`src/can_irq_regs.vh`:
```
`ifndef CAN_IRQ_REGS_VH
`define CAN_IRQ_REGS_VH
// register offsets (8-bit data, byte addresses)
`define OFS_ID0 8'h00
`define OFS_ID1 8'h01
`define OFS_ID2 8'h02
`define OFS_ID3 8'h03
`define OFS_PAY0 8'h04
`define OFS_PAY7 8'h0b
`define OFS_LEN 8'h0c
`define OFS_ABORT_ACK 8'h10
`define OFS_SLOT_SEL 8'h11
`define OFS_ABORT_REQ 8'h12
`define OFS_TX_FLAGS 8'h13
`define OFS_RX_IEN 8'h14
`define OFS_TX_IEN 8'h15
`define OFS_RX_FLAGS 8'h16
`define OFS_CTRL 8'h17
`define OFS_EVT_STAT 8'h18
`define OFS_EVT_MASK 8'h19
// rx flag bit positions
`define BIT_WAKEUP 7
`define BIT_STATUS 6
`define BIT_OVERRUN 1
`define BIT_RXFULL 0
// control bit positions
`define BIT_INIT_REQ 0
`define BIT_WAKE_EN 1
`define BIT_GMASK 2
// id1 fixed bits in extended format
`define BIT_SRR 4
`define BIT_IDE 3
// reset values
`define RST_ABORT_ACK 3'h0
`define RST_SLOT_SEL 3'h0
`define RST_TX_EMPTY 3'h7
`define RST_CTRL 8'h05
// length field width
`define LEN_BITS 4
`endif

```
`src/tx_slot_store.v`:
```
// three transmit message buffers, 13 bytes each, flip-flop storage
module tx_slot_store #(
  parameter SLOTS = 3,
  parameter BYTES = 13
) (
  // clock and reset
  input wire ref_clk,
  input wire rst,
  // foreground window access
  input wire [1:0] slot,
  input wire [3:0] index,
  input wire wr,
  input wire [7:0] wdata,
  output wire [7:0] rdata
);
  // flat storage, slot major
  reg [7:0] mem [0:SLOTS*BYTES-1];
  wire [5:0] addr;
  integer i;
  assign addr = slot * BYTES[5:0] + {2'h0, index};
  assign rdata = mem[addr];

  // write one byte of the selected slot
  always @(posedge ref_clk or posedge rst)
  begin
    if (rst)
    begin
      for (i = 0; i < SLOTS*BYTES; i = i + 1)
        mem[i] <= 8'h00;
    end
    else if (wr)
      mem[addr] <= wdata;
  end
endmodule // tx_slot_store

```
`src/event_flags.v`:
```
// sticky status bits, cleared by a read; set wins over clear
module event_flags #(
  parameter W = 4
) (
  // clock and reset
  input wire ref_clk,
  input wire rst,
  // events and control
  input wire [W-1:0] set,
  input wire clear_rd,
  input wire [W-1:0] mask,
  // outputs
  output reg [W-1:0] status,
  output wire irq
);
  // status update
  always @(posedge ref_clk or posedge rst)
  begin
    if (rst)
      status <= {W{1'b0}};
    else
      status <= (clear_rd ? {W{1'b0}} : status) | set;
  end
  // level output while any unmasked bit stands
  assign irq = |(status & mask);
endmodule // event_flags

```
`src/can_abort_ack_buffers_irq.v`:
```
// Behaviour
// - init mode holds abort acknowledge at reset
// - abort acknowledge readable, writes ignored
// - set acknowledge when abort replaced sending
// - clear acknowledge when empty flag clears
// - slot select maps buffer into window
// - extended identifier, payload, length byte layout
// - srr and ide both one
// - rtr at bit zero of id3
// - four requests, local enables, global mask
// - error from status/overrun, rx, wakeup sources
// - empty when unscheduled; transmit request
// - rx full set after end of frame
// - rx full set again for next
// - bus activity in sleep sets wakeup
// - error request on overrun or counters
//
// Decided for this implementation: the register offsets and the plain strobed port.
`include "can_irq_regs.vh"
module can_abort_ack_buffers_irq (
  // clock and reset
  input wire ref_clk,
  input wire rst,
  // register port
  input wire [7:0] addr,
  input wire [7:0] wdata,
  input wire wr_en,
  input wire rd_en,
  output reg [7:0] rdata,
  // protocol engine events (one-cycle pulses; init_acknowledge and sleep_state are levels)
  input wire init_acknowledge,
  input wire [2:0] tx_sent,
  input wire [2:0] tx_aborted,
  input wire rx_eof_ok,
  input wire rx_next_fg,
  input wire rx_overrun,
  input wire err_range_change,
  input wire bus_activity,
  input wire sleep_state,
  // to the protocol engine
  output reg init_request,
  output reg [2:0] tx_abort_request,
  output wire [2:0] tx_scheduled,
  // interrupt requests
  output wire wakeup_irq,
  output wire error_irq,
  output wire rx_irq,
  output wire tx_irq,
  output wire event_irq
);
  // software owned registers
  reg [2:0] tx_slot_select; // one-hot slot choice
  reg [2:0] tx_slot_empty; // 1 = buffer not scheduled
  reg [2:0] abort_done_flag; // abort acknowledge bits
  reg [7:0] rx_irq_enable_reg; // wakeup/status/overrun/rxfull enables
  reg [2:0] tx_irq_enable_reg; // per-slot empty enables
  reg wakeup_function_enable;
  reg global_mask; // 1 blocks all four requests
  reg wakeup_flag;
  reg status_change_flag;
  reg overrun_flag;
  reg rx_full_flag;
  reg [3:0] evt_mask;
  // combinational helpers
  wire init_mode;
  wire [1:0] fg_slot;
  wire [3:0] fg_index;
  wire fg_hit;
  wire fg_wr;
  wire [7:0] fg_rdata;
  wire [7:0] fg_shaped;
  wire wake_evt;
  wire [3:0] evt_set;
  wire [3:0] evt_status;
  wire rd_evt;
  wire [2:0] empty_clear;

  // lowest selected slot wins when several bits are set
  function [1:0] pick_slot;
    input [2:0] sel;
    begin
      if (sel[0])
        pick_slot = 2'd0;
      else if (sel[1])
        pick_slot = 2'd1;
      else
        pick_slot = 2'd2;
    end
  endfunction

  // address decode for a given offset, for writes and the event read clear
  function hit;
    input [7:0] a;
    input [7:0] ofs;
    begin
      hit = (a == ofs);
    end
  endfunction

  assign init_mode = init_request & init_acknowledge;
  assign fg_slot = pick_slot(tx_slot_select);
  assign fg_hit = (addr <= `OFS_LEN);
  assign fg_index = addr[3:0];
  assign fg_wr = wr_en & fg_hit & (tx_slot_select != 3'h0);
  assign tx_scheduled = ~tx_slot_empty;
  // empty flag cleared by software writing 1 (schedules buffer)
  assign empty_clear = (wr_en & hit(addr, `OFS_TX_FLAGS)) ? wdata[2:0] : 3'h0;
  assign wake_evt = bus_activity & sleep_state & wakeup_function_enable;

  // buffer storage
  tx_slot_store #(
    .SLOTS(3),
    .BYTES(13)
  ) u_store (
    .ref_clk(ref_clk),
    .rst(rst),
    .slot(fg_slot),
    .index(fg_index),
    .wr(fg_wr),
    .wdata(wdata),
    .rdata(fg_rdata)
  );

  // force srr/ide in id1; length keeps low four bits, upper read 0
  assign fg_shaped = (addr == `OFS_ID1) ?
    (fg_rdata | (8'h01 << `BIT_SRR) | (8'h01 << `BIT_IDE)) :
    (addr == `OFS_LEN) ? {4'h0, fg_rdata[`LEN_BITS-1:0]} : fg_rdata;
  // id3 bit 0 is rtr, stored as written

  // control and configuration registers
  always @(posedge ref_clk or posedge rst)
  begin
    if (rst)
    begin
      tx_slot_select <= `RST_SLOT_SEL;
      rx_irq_enable_reg <= 8'h00;
      tx_irq_enable_reg <= 3'h0;
      init_request <= 1'b1;
      wakeup_function_enable <= 1'b0;
      global_mask <= 1'b1;
      evt_mask <= 4'h0;
    end
    else if (wr_en)
    begin
      // plain stores
      case (addr)
        `OFS_SLOT_SEL: tx_slot_select <= wdata[2:0];
        `OFS_RX_IEN: rx_irq_enable_reg <= wdata;
        `OFS_TX_IEN: tx_irq_enable_reg <= wdata[2:0];
        `OFS_CTRL:
        begin
          init_request <= wdata[`BIT_INIT_REQ];
          wakeup_function_enable <= wdata[`BIT_WAKE_EN];
          global_mask <= wdata[`BIT_GMASK];
        end
        `OFS_EVT_MASK: evt_mask <= wdata[3:0];
        default: ;
      endcase
    end
  end

  // abort requests: cleared once the slot goes empty
  always @(posedge ref_clk or posedge rst)
  begin
    if (rst)
      tx_abort_request <= 3'h0;
    else if (init_mode)
      tx_abort_request <= 3'h0;
    else if (wr_en && hit(addr, `OFS_ABORT_REQ))
      tx_abort_request <= wdata[2:0] & ~tx_slot_empty;
    else
      tx_abort_request <= tx_abort_request & ~tx_slot_empty;
  end

  // empty flags: set when sent or aborted, hardware set wins
  always @(posedge ref_clk or posedge rst)
  begin
    if (rst)
      tx_slot_empty <= `RST_TX_EMPTY;
    else if (init_mode)
      tx_slot_empty <= `RST_TX_EMPTY;
    else
      tx_slot_empty <= (tx_slot_empty & ~empty_clear) | tx_sent | tx_aborted;
  end

  // abort acknowledge: no software write path
  always @(posedge ref_clk or posedge rst)
  begin
    if (rst)
      abort_done_flag <= `RST_ABORT_ACK;
    else if (init_mode)
      abort_done_flag <= `RST_ABORT_ACK;
    else
      // set on abort, cleared with the empty flag, else 0 if sent
      abort_done_flag <= ((abort_done_flag & ~empty_clear & ~tx_sent) | tx_aborted);
  end

  // receiver flags: write 1 clears, event set wins
  always @(posedge ref_clk or posedge rst)
  begin
    if (rst)
    begin
      wakeup_flag <= 1'b0;
      status_change_flag <= 1'b0;
      overrun_flag <= 1'b0;
      rx_full_flag <= 1'b0;
    end
    else
    begin
      wakeup_flag <= (wakeup_flag & ~(wr_en & hit(addr, `OFS_RX_FLAGS) & wdata[`BIT_WAKEUP]))
        | wake_evt;
      status_change_flag <= (status_change_flag
        & ~(wr_en & hit(addr, `OFS_RX_FLAGS) & wdata[`BIT_STATUS])) | err_range_change;
      overrun_flag <= (overrun_flag
        & ~(wr_en & hit(addr, `OFS_RX_FLAGS) & wdata[`BIT_OVERRUN])) | rx_overrun;
      rx_full_flag <= (rx_full_flag & ~(wr_en & hit(addr, `OFS_RX_FLAGS) & wdata[`BIT_RXFULL]))
        | rx_eof_ok | rx_next_fg;
    end
  end

  // four levelled requests, gated by local enable and global mask
  assign wakeup_irq = ~global_mask & wakeup_flag & rx_irq_enable_reg[`BIT_WAKEUP];
  assign error_irq = ~global_mask & ((status_change_flag & rx_irq_enable_reg[`BIT_STATUS])
    | (overrun_flag & rx_irq_enable_reg[`BIT_OVERRUN]));
  assign rx_irq = ~global_mask & rx_full_flag & rx_irq_enable_reg[`BIT_RXFULL];
  assign tx_irq = ~global_mask & |(tx_slot_empty & tx_irq_enable_reg);

  // summary event register, read clears
  assign evt_set = {wake_evt, err_range_change | rx_overrun, rx_eof_ok | rx_next_fg,
    |(tx_sent | tx_aborted)};
  assign rd_evt = rd_en & hit(addr, `OFS_EVT_STAT);
  event_flags #(
    .W(4)
  ) u_evt (
    .ref_clk(ref_clk),
    .rst(rst),
    .set(evt_set),
    .clear_rd(rd_evt),
    .mask(evt_mask),
    .status(evt_status),
    .irq(event_irq)
  );

  // read data, one cycle after the strobe; window reads trust software
  always @(posedge ref_clk or posedge rst)
  begin
    if (rst)
      rdata <= 8'h00;
    else if (rd_en)
    begin
      if (fg_hit)
        rdata <= fg_shaped;
      else
        case (addr)
          `OFS_ABORT_ACK: rdata <= {5'h00, abort_done_flag};
          `OFS_SLOT_SEL: rdata <= {5'h00, tx_slot_select};
          `OFS_ABORT_REQ: rdata <= {5'h00, tx_abort_request};
          `OFS_TX_FLAGS: rdata <= {5'h00, tx_slot_empty};
          `OFS_RX_IEN: rdata <= rx_irq_enable_reg;
          `OFS_TX_IEN: rdata <= {5'h00, tx_irq_enable_reg};
          `OFS_RX_FLAGS: rdata <= {wakeup_flag, status_change_flag, 4'h0, overrun_flag,
            rx_full_flag};
          `OFS_CTRL: rdata <= {5'h00, global_mask, wakeup_function_enable, init_request};
          `OFS_EVT_STAT: rdata <= {4'h0, evt_status};
          `OFS_EVT_MASK: rdata <= {4'h0, evt_mask};
          default: rdata <= 8'h00; // unmapped reads zero
        endcase
    end
    else
      rdata <= 8'h00;
  end
endmodule // can_abort_ack_buffers_irq

```
`config.mk`:
```
export PLATFORM = sky130hd
export DESIGN_NAME = can_abort_ack_buffers_irq
export DESIGN_NICKNAME = d
export VERILOG_FILES = /design/src/tx_slot_store.v /design/src/event_flags.v /design/src/can_abort_ack_buffers_irq.v
export VERILOG_INCLUDE_DIRS = /design/src
export SDC_FILE = /design/constraint.sdc
export NUM_CORES = 1
export LEC_CHECK = 0
export ABC_CLOCK_PERIOD_IN_PS = 9400
export BUFFER_PORTS_ARGS = -buffer_cell sky130_fd_sc_hd__buf_2
export CAP_MARGIN = 20
export CORE_MARGIN = 2
export CORE_UTILIZATION = 57
export DETAILED_ROUTE_END_ITERATION = 8
export PLACE_DENSITY_LB_ADDON = 0.2
export RECOVER_POWER = 100
export REMOVE_ABC_BUFFERS = 1
export SYNTH_ARGS = -nofsm -noshare
export SYNTH_HDL_FRONTEND = slang
export SYNTH_HIERARCHICAL = 1
export SYNTH_SLANG_ARGS = --single-unit
```
`constraint.sdc`:
```
create_clock -name ref_clk -period 9.4 [get_ports ref_clk]
set_clock_uncertainty 0.15 [all_clocks]
set_input_delay 0.94 -clock ref_clk [delete_from_list [all_inputs] [get_ports ref_clk]]
set_output_delay 0.94 -clock ref_clk [all_outputs]
set_load 0.05 [all_outputs]
```
* Word-level counts from Yosys, hierarchy flattened *
Cells that the tools add are included.

operators by class
  $add $sub $neg = 1
  bitwise logic cells = 53
  reductions and logical operators = 11
  $lt $le $gt $ge = 3
  equal/unequal tests = 12
  multiplexer cells = 19
  multipliers = 1

operators with widths
  operator             number
  $bwmux 312           1
  $eq 8x5->1 const B   10
  $pmux 8 s10          1
  $mux 8               7
  $bmux 8 s6           1
  $demux 8 s6          1
  $and 1x1->1          24
  $and 3x3->3          6
  $mux 3               5
  $or 3x3->3           4
  $reduce_and 2->1     5
  $not 3->3            3
  $eq 8x1->1 const B   1
  $eq 8x4->1 const B   1
  $le 8x4->1 const B   1
  $or 1x1->1           8
  $ge 7x7->1 const B   1
  $lt 7x1->1 const B   1
  $not 6->7            1
  $add 6x4->6          1
  $mul 2x4->6 const B  1
  $reduce_or 3->1      2
  $not 1->1            5
  $and 4x4->4          1
  other kinds (6)      8

storage, ports and cells
  input port bits = 33
  bits in registers = 358
  logic and storage cells = 155

* Depth between registers and ports, before layout *
Gate-level depths: netlist of the first run.

  word-level depth = 12
  mapped depth = 16
  mapped depth without buffers = 13

* Modules after synthesis *
Netlist of the first run, hierarchy kept.

by module, submodules not included
  module                     area each (um2)  cells an instance  times used
  tx_slot_store              15043.2          1056               1
  can_abort_ack_buffers_irq  2244.7           210                1
  event_flags                156.4            13                 1

* Worst setup path before layout of the first run *
No wires, ideal clock.

  kind = input port to flip-flop
  start = input addr[1]
  end = register rdata[1]
  setup slack = 5.479 ns
  data arrival time = 3.640 ns
  setup time = 0.131 ns
  buffers on the path = 2
  cell stages on the path = 11
  cell sequence = ha_1 -> ha_1 -> fa_1 -> buf_2 -> clkbuf_1 -> mux4_2 -> mux2_2 -> nand3_1 -> o2111ai_1 -> a221oi_1 -> a31oi_1

on the way
  longest elaborated chain between the ends = 9
  elaborated cells on any way between the ends = 22

RTL lines
  element                                        RTL line                         text
  start: declaration                             can_abort_ack_buffers_irq.v:25   input wire [7:0] addr,
  $add 6x4->6 (*)                                tx_slot_store.v:20               assign addr = slot * BYTES[5:0] + {2'h0, index};
  $not 6->7 (not written as such) (*)            tx_slot_store.v:21               assign rdata = mem[addr];
  $bmux 8 s6 (*)                                 tx_slot_store.v:21
  $mux 8 (not written as such) (*) (2 in a row)  tx_slot_store.v:21
  named net fg_rdata[1]                          can_abort_ack_buffers_irq.v:70   wire [7:0] fg_rdata;
  $mux 8                                         can_abort_ack_buffers_irq.v:127  (addr == `OFS_LEN) ? {4'h0, fg_rdata[`LEN_BITS-1:0]} : fg_rdata;
  $mux 8 (*)                                     can_abort_ack_buffers_irq.v:125  assign fg_shaped = (addr == `OFS_ID1) ?
  $mux 8 (*)                                     can_abort_ack_buffers_irq.v:251  if (fg_hit)
  $mux 8 (*)                                     can_abort_ack_buffers_irq.v:249  else if (rd_en)
  end signal: assignment                         can_abort_ack_buffers_irq.v:252  rdata <= fg_shaped;
  end signal: assignment                         can_abort_ack_buffers_irq.v:255  `OFS_ABORT_ACK: rdata <= {5'h00, abort_done_flag};
  end signal: assignment                         can_abort_ack_buffers_irq.v:256  `OFS_SLOT_SEL: rdata <= {5'h00, tx_slot_select};
  end: declaration                               can_abort_ack_buffers_irq.v:29   output reg [7:0] rdata,

Mark *: on every way through the listed nets, which the timed path passes. The rest lies on a longest branch. The select of a mux whose other input is x is not followed.
A chain may end at the register's enable or synchronous reset.

* Final worst setup path of the first run *
  start = input addr[0]
  end = register u_store/mem[12] in the netlist's numbering

on the way
  longest elaborated chain between the ends = 7
  elaborated cells on any way between the ends = 11

RTL lines
  element                                                         RTL line            text
  $add 6x4->6                                                     tx_slot_store.v:20
  $not 6->7 (not written as such)                                 tx_slot_store.v:32  mem[addr] <= wdata;
  $ge 7x7->1 (not written as such) or $lt 7x1->1 (tied branches)  tx_slot_store.v:32
  $logic_and 1x1->1 (not written as such)                         tx_slot_store.v:32
  $mux 8 (not written as such)                                    tx_slot_store.v:32
  $demux 8 s6                                                     tx_slot_store.v:32
  $bwmux 312                                                      tx_slot_store.v:32
  end signal: indexed assignment                                  tx_slot_store.v:32
  end: declaration                                                tx_slot_store.v:17  reg [7:0] mem [0:SLOTS*BYTES-1];

Several ways; a longest one is shown, not always the timed one.

==> results of run 1 <==
[kinds of logic after synthesis]
family | share of synthesized area, %
AOI/OAI and AO/OA | 6.16
xor gates and xnor gates | 0.301
adders and majority gates | 0.732
buffers and inverters | 2.78
DFF | 51.4
muxes | 30.7
and+or+nand+nor | 7.95
[cells in the mapped netlist (all sizes together) (26+ instances only)]
| cell type | number |
|---|---|
| a21oi | 26 |
| buf | 33 |
| clkbuf | 61 |
| dfrtp | 353 |
| mux2 | 358 |
| mux2i | 60 |
| mux4 | 32 |
| nand2 | 34 |
| nand3 | 29 |
| nor2 | 38 |
| nor3 | 28 |
| o21ai | 29 |
[worst max-delay path, delay by kind of cell]
kind                       cells  cell delay, ns
adders and majority gates      1            2.22
buffers and inverters          2            1.84
muxes                          1            0.42
and+or+nand+nor                2            1.47
[power breakdown]
group	leakage [nW]	switching (W)	internal [W]	total [W]
clock	0.645	0.000619	0.000917	0.00154
combinational	3.50	0.000298	0.000115	0.000414
sequential	4.94	0.00000914	0.00155	0.00156
total	9.09	0.000926	0.00259	0.00351
[final cells by class]
type                       instances  area share (%)
clock inverter                    13           0.554
inverter                          13           0.264
multi-input combinational        814            41.0
tap                              396            2.61
clock buffer                      60            6.37
timing repair buffer              67            1.87
sequential                       358            47.3
[worst paths after layout]
kind                              startpoint                to  cells after the start
setup / recovery                     addr[0]   u_store/mem[12]                      6
hold reg to reg             u_store/mem[184]  u_store/mem[184]                      1
max in group asynchronous                rst  u_store/mem[107]                      3
setup reg to reg           tx_slot_select[1]   u_store/mem[12]                      6
hold / removal                           rst   u_evt/status[1]                      2
min in group ref_clk        u_store/mem[184]  u_store/mem[184]                      1
[routing by layer]
| layer | part of all wire (%) | up-vias | GRT usage, % | routed length [um] |
|---|---|---|---|---|
| li1 | - | 4804 | - | - |
| met1 | 47 | 5711 | 39.6 | 19300 |
| met2 | 45 | 347 | 40.3 | 18800 |
| met3 | 5.4 | 84 | 3.84 | 2240 |
| met4 | 2.6 | 0 | 7.52 | 1090 |
| met5 | 0 | - | 0 | 0 |
[placed cells by master (no fill, tap or decap), types with 30 or more instances in the layout]
master and count:
buf_2 30, clkbuf_1 32, clkbuf_16 41, dfrtp_1 353, mux2_2 353, mux2i_1 60
mux4_2 32, nand2_1 34, nor2_1 37
[through the flow]
stage	setup TNS, ns	util [%]
finish	0	62.5
global route	0	62.5
CTS	0	63.4
detailed placement	0	59.1
global placement	0	59.0
floorplan	-99.67	-
==> flow_summary.json, run 1 <==
{
  "hold_buffers": 0,
  "hp-class": "input port to asynchronous set/reset pin",
  "rows": 64,
  "avgSynthCellArea_um2": 13.6,
  "fillerInstances": 2371,
  "cpPeakStageDelay_ns": 2.22,
  "wirelength_mm": 41.5,
  "ys_ff_latch": 358,
  "grt_pass1_vias": 11000,
  "cts_resized": 0,
  "grt_overflow_total": 0,
  "synth_cell_type_count": 68,
  "clkLatencyLatePin_ns": 0.53,
  "vias": 10900,
  "synthArstFlopShare_pct": 100,
  "drc": 0,
  "synthFlopType": "dfrtp_1",
  "grt_max_degree": 195,
  "area.sequential_um2": 8960,
  "vdd.ir_drop.worst_mv": 0.117,
  "worst-r2r-setup-slack_ns": 3.26,
  "grt_pass1_wl_mm": 64.5,
  "multi_input_area_um2": 7780,
  "design_area_um2": 19000,
  "cts_setup_buffers": 0,
  "fin_crit_sh_pct": 71.9,
  "dieArea_um2": 32000,
  "path_cells": "clkbuf_1, ha_1, buf_4, nand3_1, nor3_1, mux2_2",
  "final_hold_viol_count": 0,
  "tightest_slew_ns": 5.30,
  "critPathRequiredTime_ns": 9.65,
  "cp-start-kind": "input port",
  "cts_made_buffers": 40,
  "violations": "max-capacitance violations, max-slew violations",
  "core_um2": 30300,
  "crit_arrival_ns": 7.01,
  "avgRoutedWirePerCell_um": 24.1,
  "avgViaCountPerCell": 6.36,
  "fmax_ghz": 0.148,
  "die_w_um": 179,
  "cp_slowest_cell": "ha_1",
  "die_h_um": 179,
  "root_buffer": "clkbuf_16",
  "htree_levels": 2,
  "ant_nets": 0,
  "start_util_pct": 57.5,
  "setup_ws_ns": 2.64,
  "rsz0062_at_grt": "false",
  "track_usage_pct": 26.4,
  "clk_pin_slew_ns": 0.06,
  "cts_tree": "built",
  "fin_crit_ns": 6.76,
  "synth_area_leaders": "dfrtp_1 51%, mux2_2 23%, mux4_2 4.1%",
  "finalSetupViolCount": 0,
  "layout-drive-gt1-share_pct": 39.4,
  "dpl_worst_slack_ns": 4.17,
  "io_pins": 53,
  "synth_edf_count": 0,
  "power_w": 0.00351,
  "clock-sinks": 358,
  "antenna_found_initial": 0,
  "synth_area_um2": 17400,
  "finalHoldWorstSlack_ns": 0.178,
  "cp_max_fo": 57,
  "netlist_instances": 1279,
  "largest_reg_flops": 312,
  "final_max_slew_viol_count": 239,
  "final_cells": 1721,
  "numPortBuffers": 52,
  "synth_top_cell_by_area": "dfrtp_1",
  "synth.top_cell.area_share_pct": 50.6,
  "synth_seq_area_share_pct": 51.4,
  "place_hpwl_mm": 25.3,
  "areaGrowthSynthToFinish_pct": 8.68,
  "cts_buffer_depth": 3,
  "drtIter0Drc": 1025,
  "status": "finished, violations left",
  "drtPass1Iterations": 5,
  "fin_nets": 1336,
  "cap_violations": 5,
  "placed_cell_area_um2": 17900,
  "p_per_area_nw_per_um2": 185,
  "n_antenna_cell": 0,
  "ys_warn_count": 6,
  "placed_cells": 1648,
  "gp_congestion": 0.928,
  "worstSetupPathType": "input port to flop",
  "slew_headroom_pct": -256,
  "cp-end-kind": "flop",
  "power_leakage_nw": 9.09
}
(Power assumes the default switching activity.)
==> inputs of run 2 (changes only) <==
- ABC_CLOCK_PERIOD_IN_PS: 9400 -> 5500
- clock period: 9.4 -> 5.5 ns (I/O delays scaled with it)
==> run 2 against run 1 <==
  * Sequential share of layout area is 0.14 points higher
  * Via count is 0.37% higher
  * Clock-buffer cell count is 2 higher
  * Non-clock buffer count is 4 higher
  * Sequential cell count stayed put
  * Utilization is 0.18 points lower
  * The flow still finishes with violations (max-capacitance violations, max-slew violations)
==> flow_summary.json, run 2 (synthesis gave the netlist of run 1 again) <==
{
  "track_usage_pct": 26.7,
  "final_cell_mix": "353 x dfrtp_1, 351 x mux2_2, 60 x mux2i_1, 41 x clkbuf_16, 37 x nor2_1",
  "core_um2": 30300,
  "grt_max_degree": 108,
  "wirelength_mm": 41.4,
  "cts_buffer_depth": 3,
  "placed_cell_area_um2": 18000,
  "htree_levels": 2,
  "slew_headroom_pct": -58.1,
  "ant_nets": 0,
  "cp-start-kind": "input port",
  "final_cells": 1720,
  "clk_pin_slew_ns": 0.06,
  "setup_tns_ns": 0,
  "worstSetupPathType": "input port to flop",
  "rows": 64,
  "fmax_ghz": 0.210,
  "start_util_pct": 57.5,
  "vdd.ir_drop.worst_mv": 0.187,
  "fin_crit_ns": 4.77,
  "cts_tree": "built",
  "antenna_found_initial": 0,
  "power_w": 0.00595,
  "violations": "max-capacitance violations, max-slew violations",
  "min_from": "err_range_change",
  "vias": 11000,
  "startpoint": "addr[0]",
  "cts_resized": 0,
  "io_pins": 53,
  "drtIter0Drc": 1002,
  "layout-drive-gt1-share_pct": 38.9,
  "cp_max_fo": 27,
  "die_h_um": 179,
  "crit_arrival_ns": 5.02,
  "p_per_area_nw_per_um2": 315,
  "grt_pass1_vias": 11300,
  "gp_congestion": 0.896,
  "design_area_um2": 18900,
  "status": "finished, violations left",
  "largest_reg_flops": 312,
  "grt_overflow_total": 0,
  "grt_pass1_wl_mm": 65.3,
  "fin_util_pct": 62.3,
  "cts_made_buffers": 39,
  "root_buffer": "clkbuf_16",
  "die_w_um": 179,
  "cap_violations": 4,
  "avgViaCountPerCell": 6.39,
  "fin_nets": 1339,
  "placed_cells": 1651,
  "drtPass1Iterations": 5,
  "n_antenna_cell": 0,
  "clock-sinks": 358,
  "power_leakage_nw": 9.06,
  "cp-end-kind": "flop",
  "clkLatencyLatePin_ns": 0.53,
  "avgRoutedWirePerCell_um": 24.1,
  "fin_crit_sh_pct": 86.6,
  "drc": 0,
  "place_hpwl_mm": 25.7,
  "dieArea_um2": 32000,
  "finalSetupViolCount": 0,
  "numPortBuffers": 52,
  "final_max_slew_viol_count": 168,
  "areaGrowthSynthToFinish_pct": 8.36,
  "critPathRequiredTime_ns": 5.76,
  "final_hold_viol_count": 0,
  "r2r_start": "tx_slot_select[1]",
  "hp-class": "input port to flop",
  "tightest_slew_ns": 2.37,
  "layout_commonest_cell": "dfrtp_1",
  "fillerInstances": 2365,
  "rsz0062_at_grt": "false"
}
## run 2: timing repair
action / CTS / global route
setup endpoints to repair: 0 / 0
hold buffers: 1 / 0
setup buffers: 0 / 0
endpoints found under the hold margin: 4 / 0
## run 2: worst max-delay path: stages
cell,delay (ns)
clkbuf_1,0.89
ha_2,0.38
ha_1,0.80
and2_0,0.61
nand2_1,0.26
nor3_1,1.08
mux2_2,0.44
## run 2: metrics by stage
stage | hold WS, ns | setup WS (ns)
floorplan | 0.166 | -3.83
global placement | 0.314 | 1.13
detailed placement | 0.334 | 1.09
CTS | 0.0553 | 1.16
global route | 0.0586 | 0.442
finish | 0.0652 | 0.735
## run 2: path summary, 6_finish.rpt
path,to,slack [ns],depth (start not counted)
max in group asynchronous,u_store/mem[134],1.71,4
worst min register to register,u_store/mem[184],0.35,1
worst min-delay path,status_change_flag,0.07,2
min in group asynchronous,u_evt/status[3],0.36,3
worst max-delay path,u_store/mem[5],0.73,7
worst max register to register,u_store/mem[5],0.92,7
## run 2: cell type report
| cell class | count | area [um^2] | share of cell area (%) |
|---|---|---|---|
| clock buffer | 62 | 1210 | 6.43 |
| clock inverter | 6 | 55.1 | 0.291 |
| inverter | 13 | 52.6 | 0.278 |
| multi-input combinational | 814 | 7730 | 40.9 |
| sequential | 358 | 8960 | 47.4 |
| tap | 396 | 495 | 2.62 |
| timing repair buffer | 71 | 392 | 2.07 |
## run 2: layer usage
| layer | GRT usage (%) | vias up | wire length (um) | part of all wire [%] |
|---|---|---|---|---|
| met2 | 42.0 | 358 | 19600 | 47 |
| met1 | 38.7 | 5735 | 18400 | 44 |
| met3 | 3.75 | 84 | 2200 | 5.3 |
| li1 | - | 4809 | - | - |
| met5 | 0 | - | 0 | 0 |
| met4 | 8.43 | 0 | 1240 | 3.0 |
## run 2: report_power, final
group	switching, W	internal (W)	total (W)
logic	0.000504	0.000201	0.000705
registers	0.0000153	0.00265	0.00267
clock network	0.00102	0.00155	0.00258
total	0.00154	0.00441	0.00595
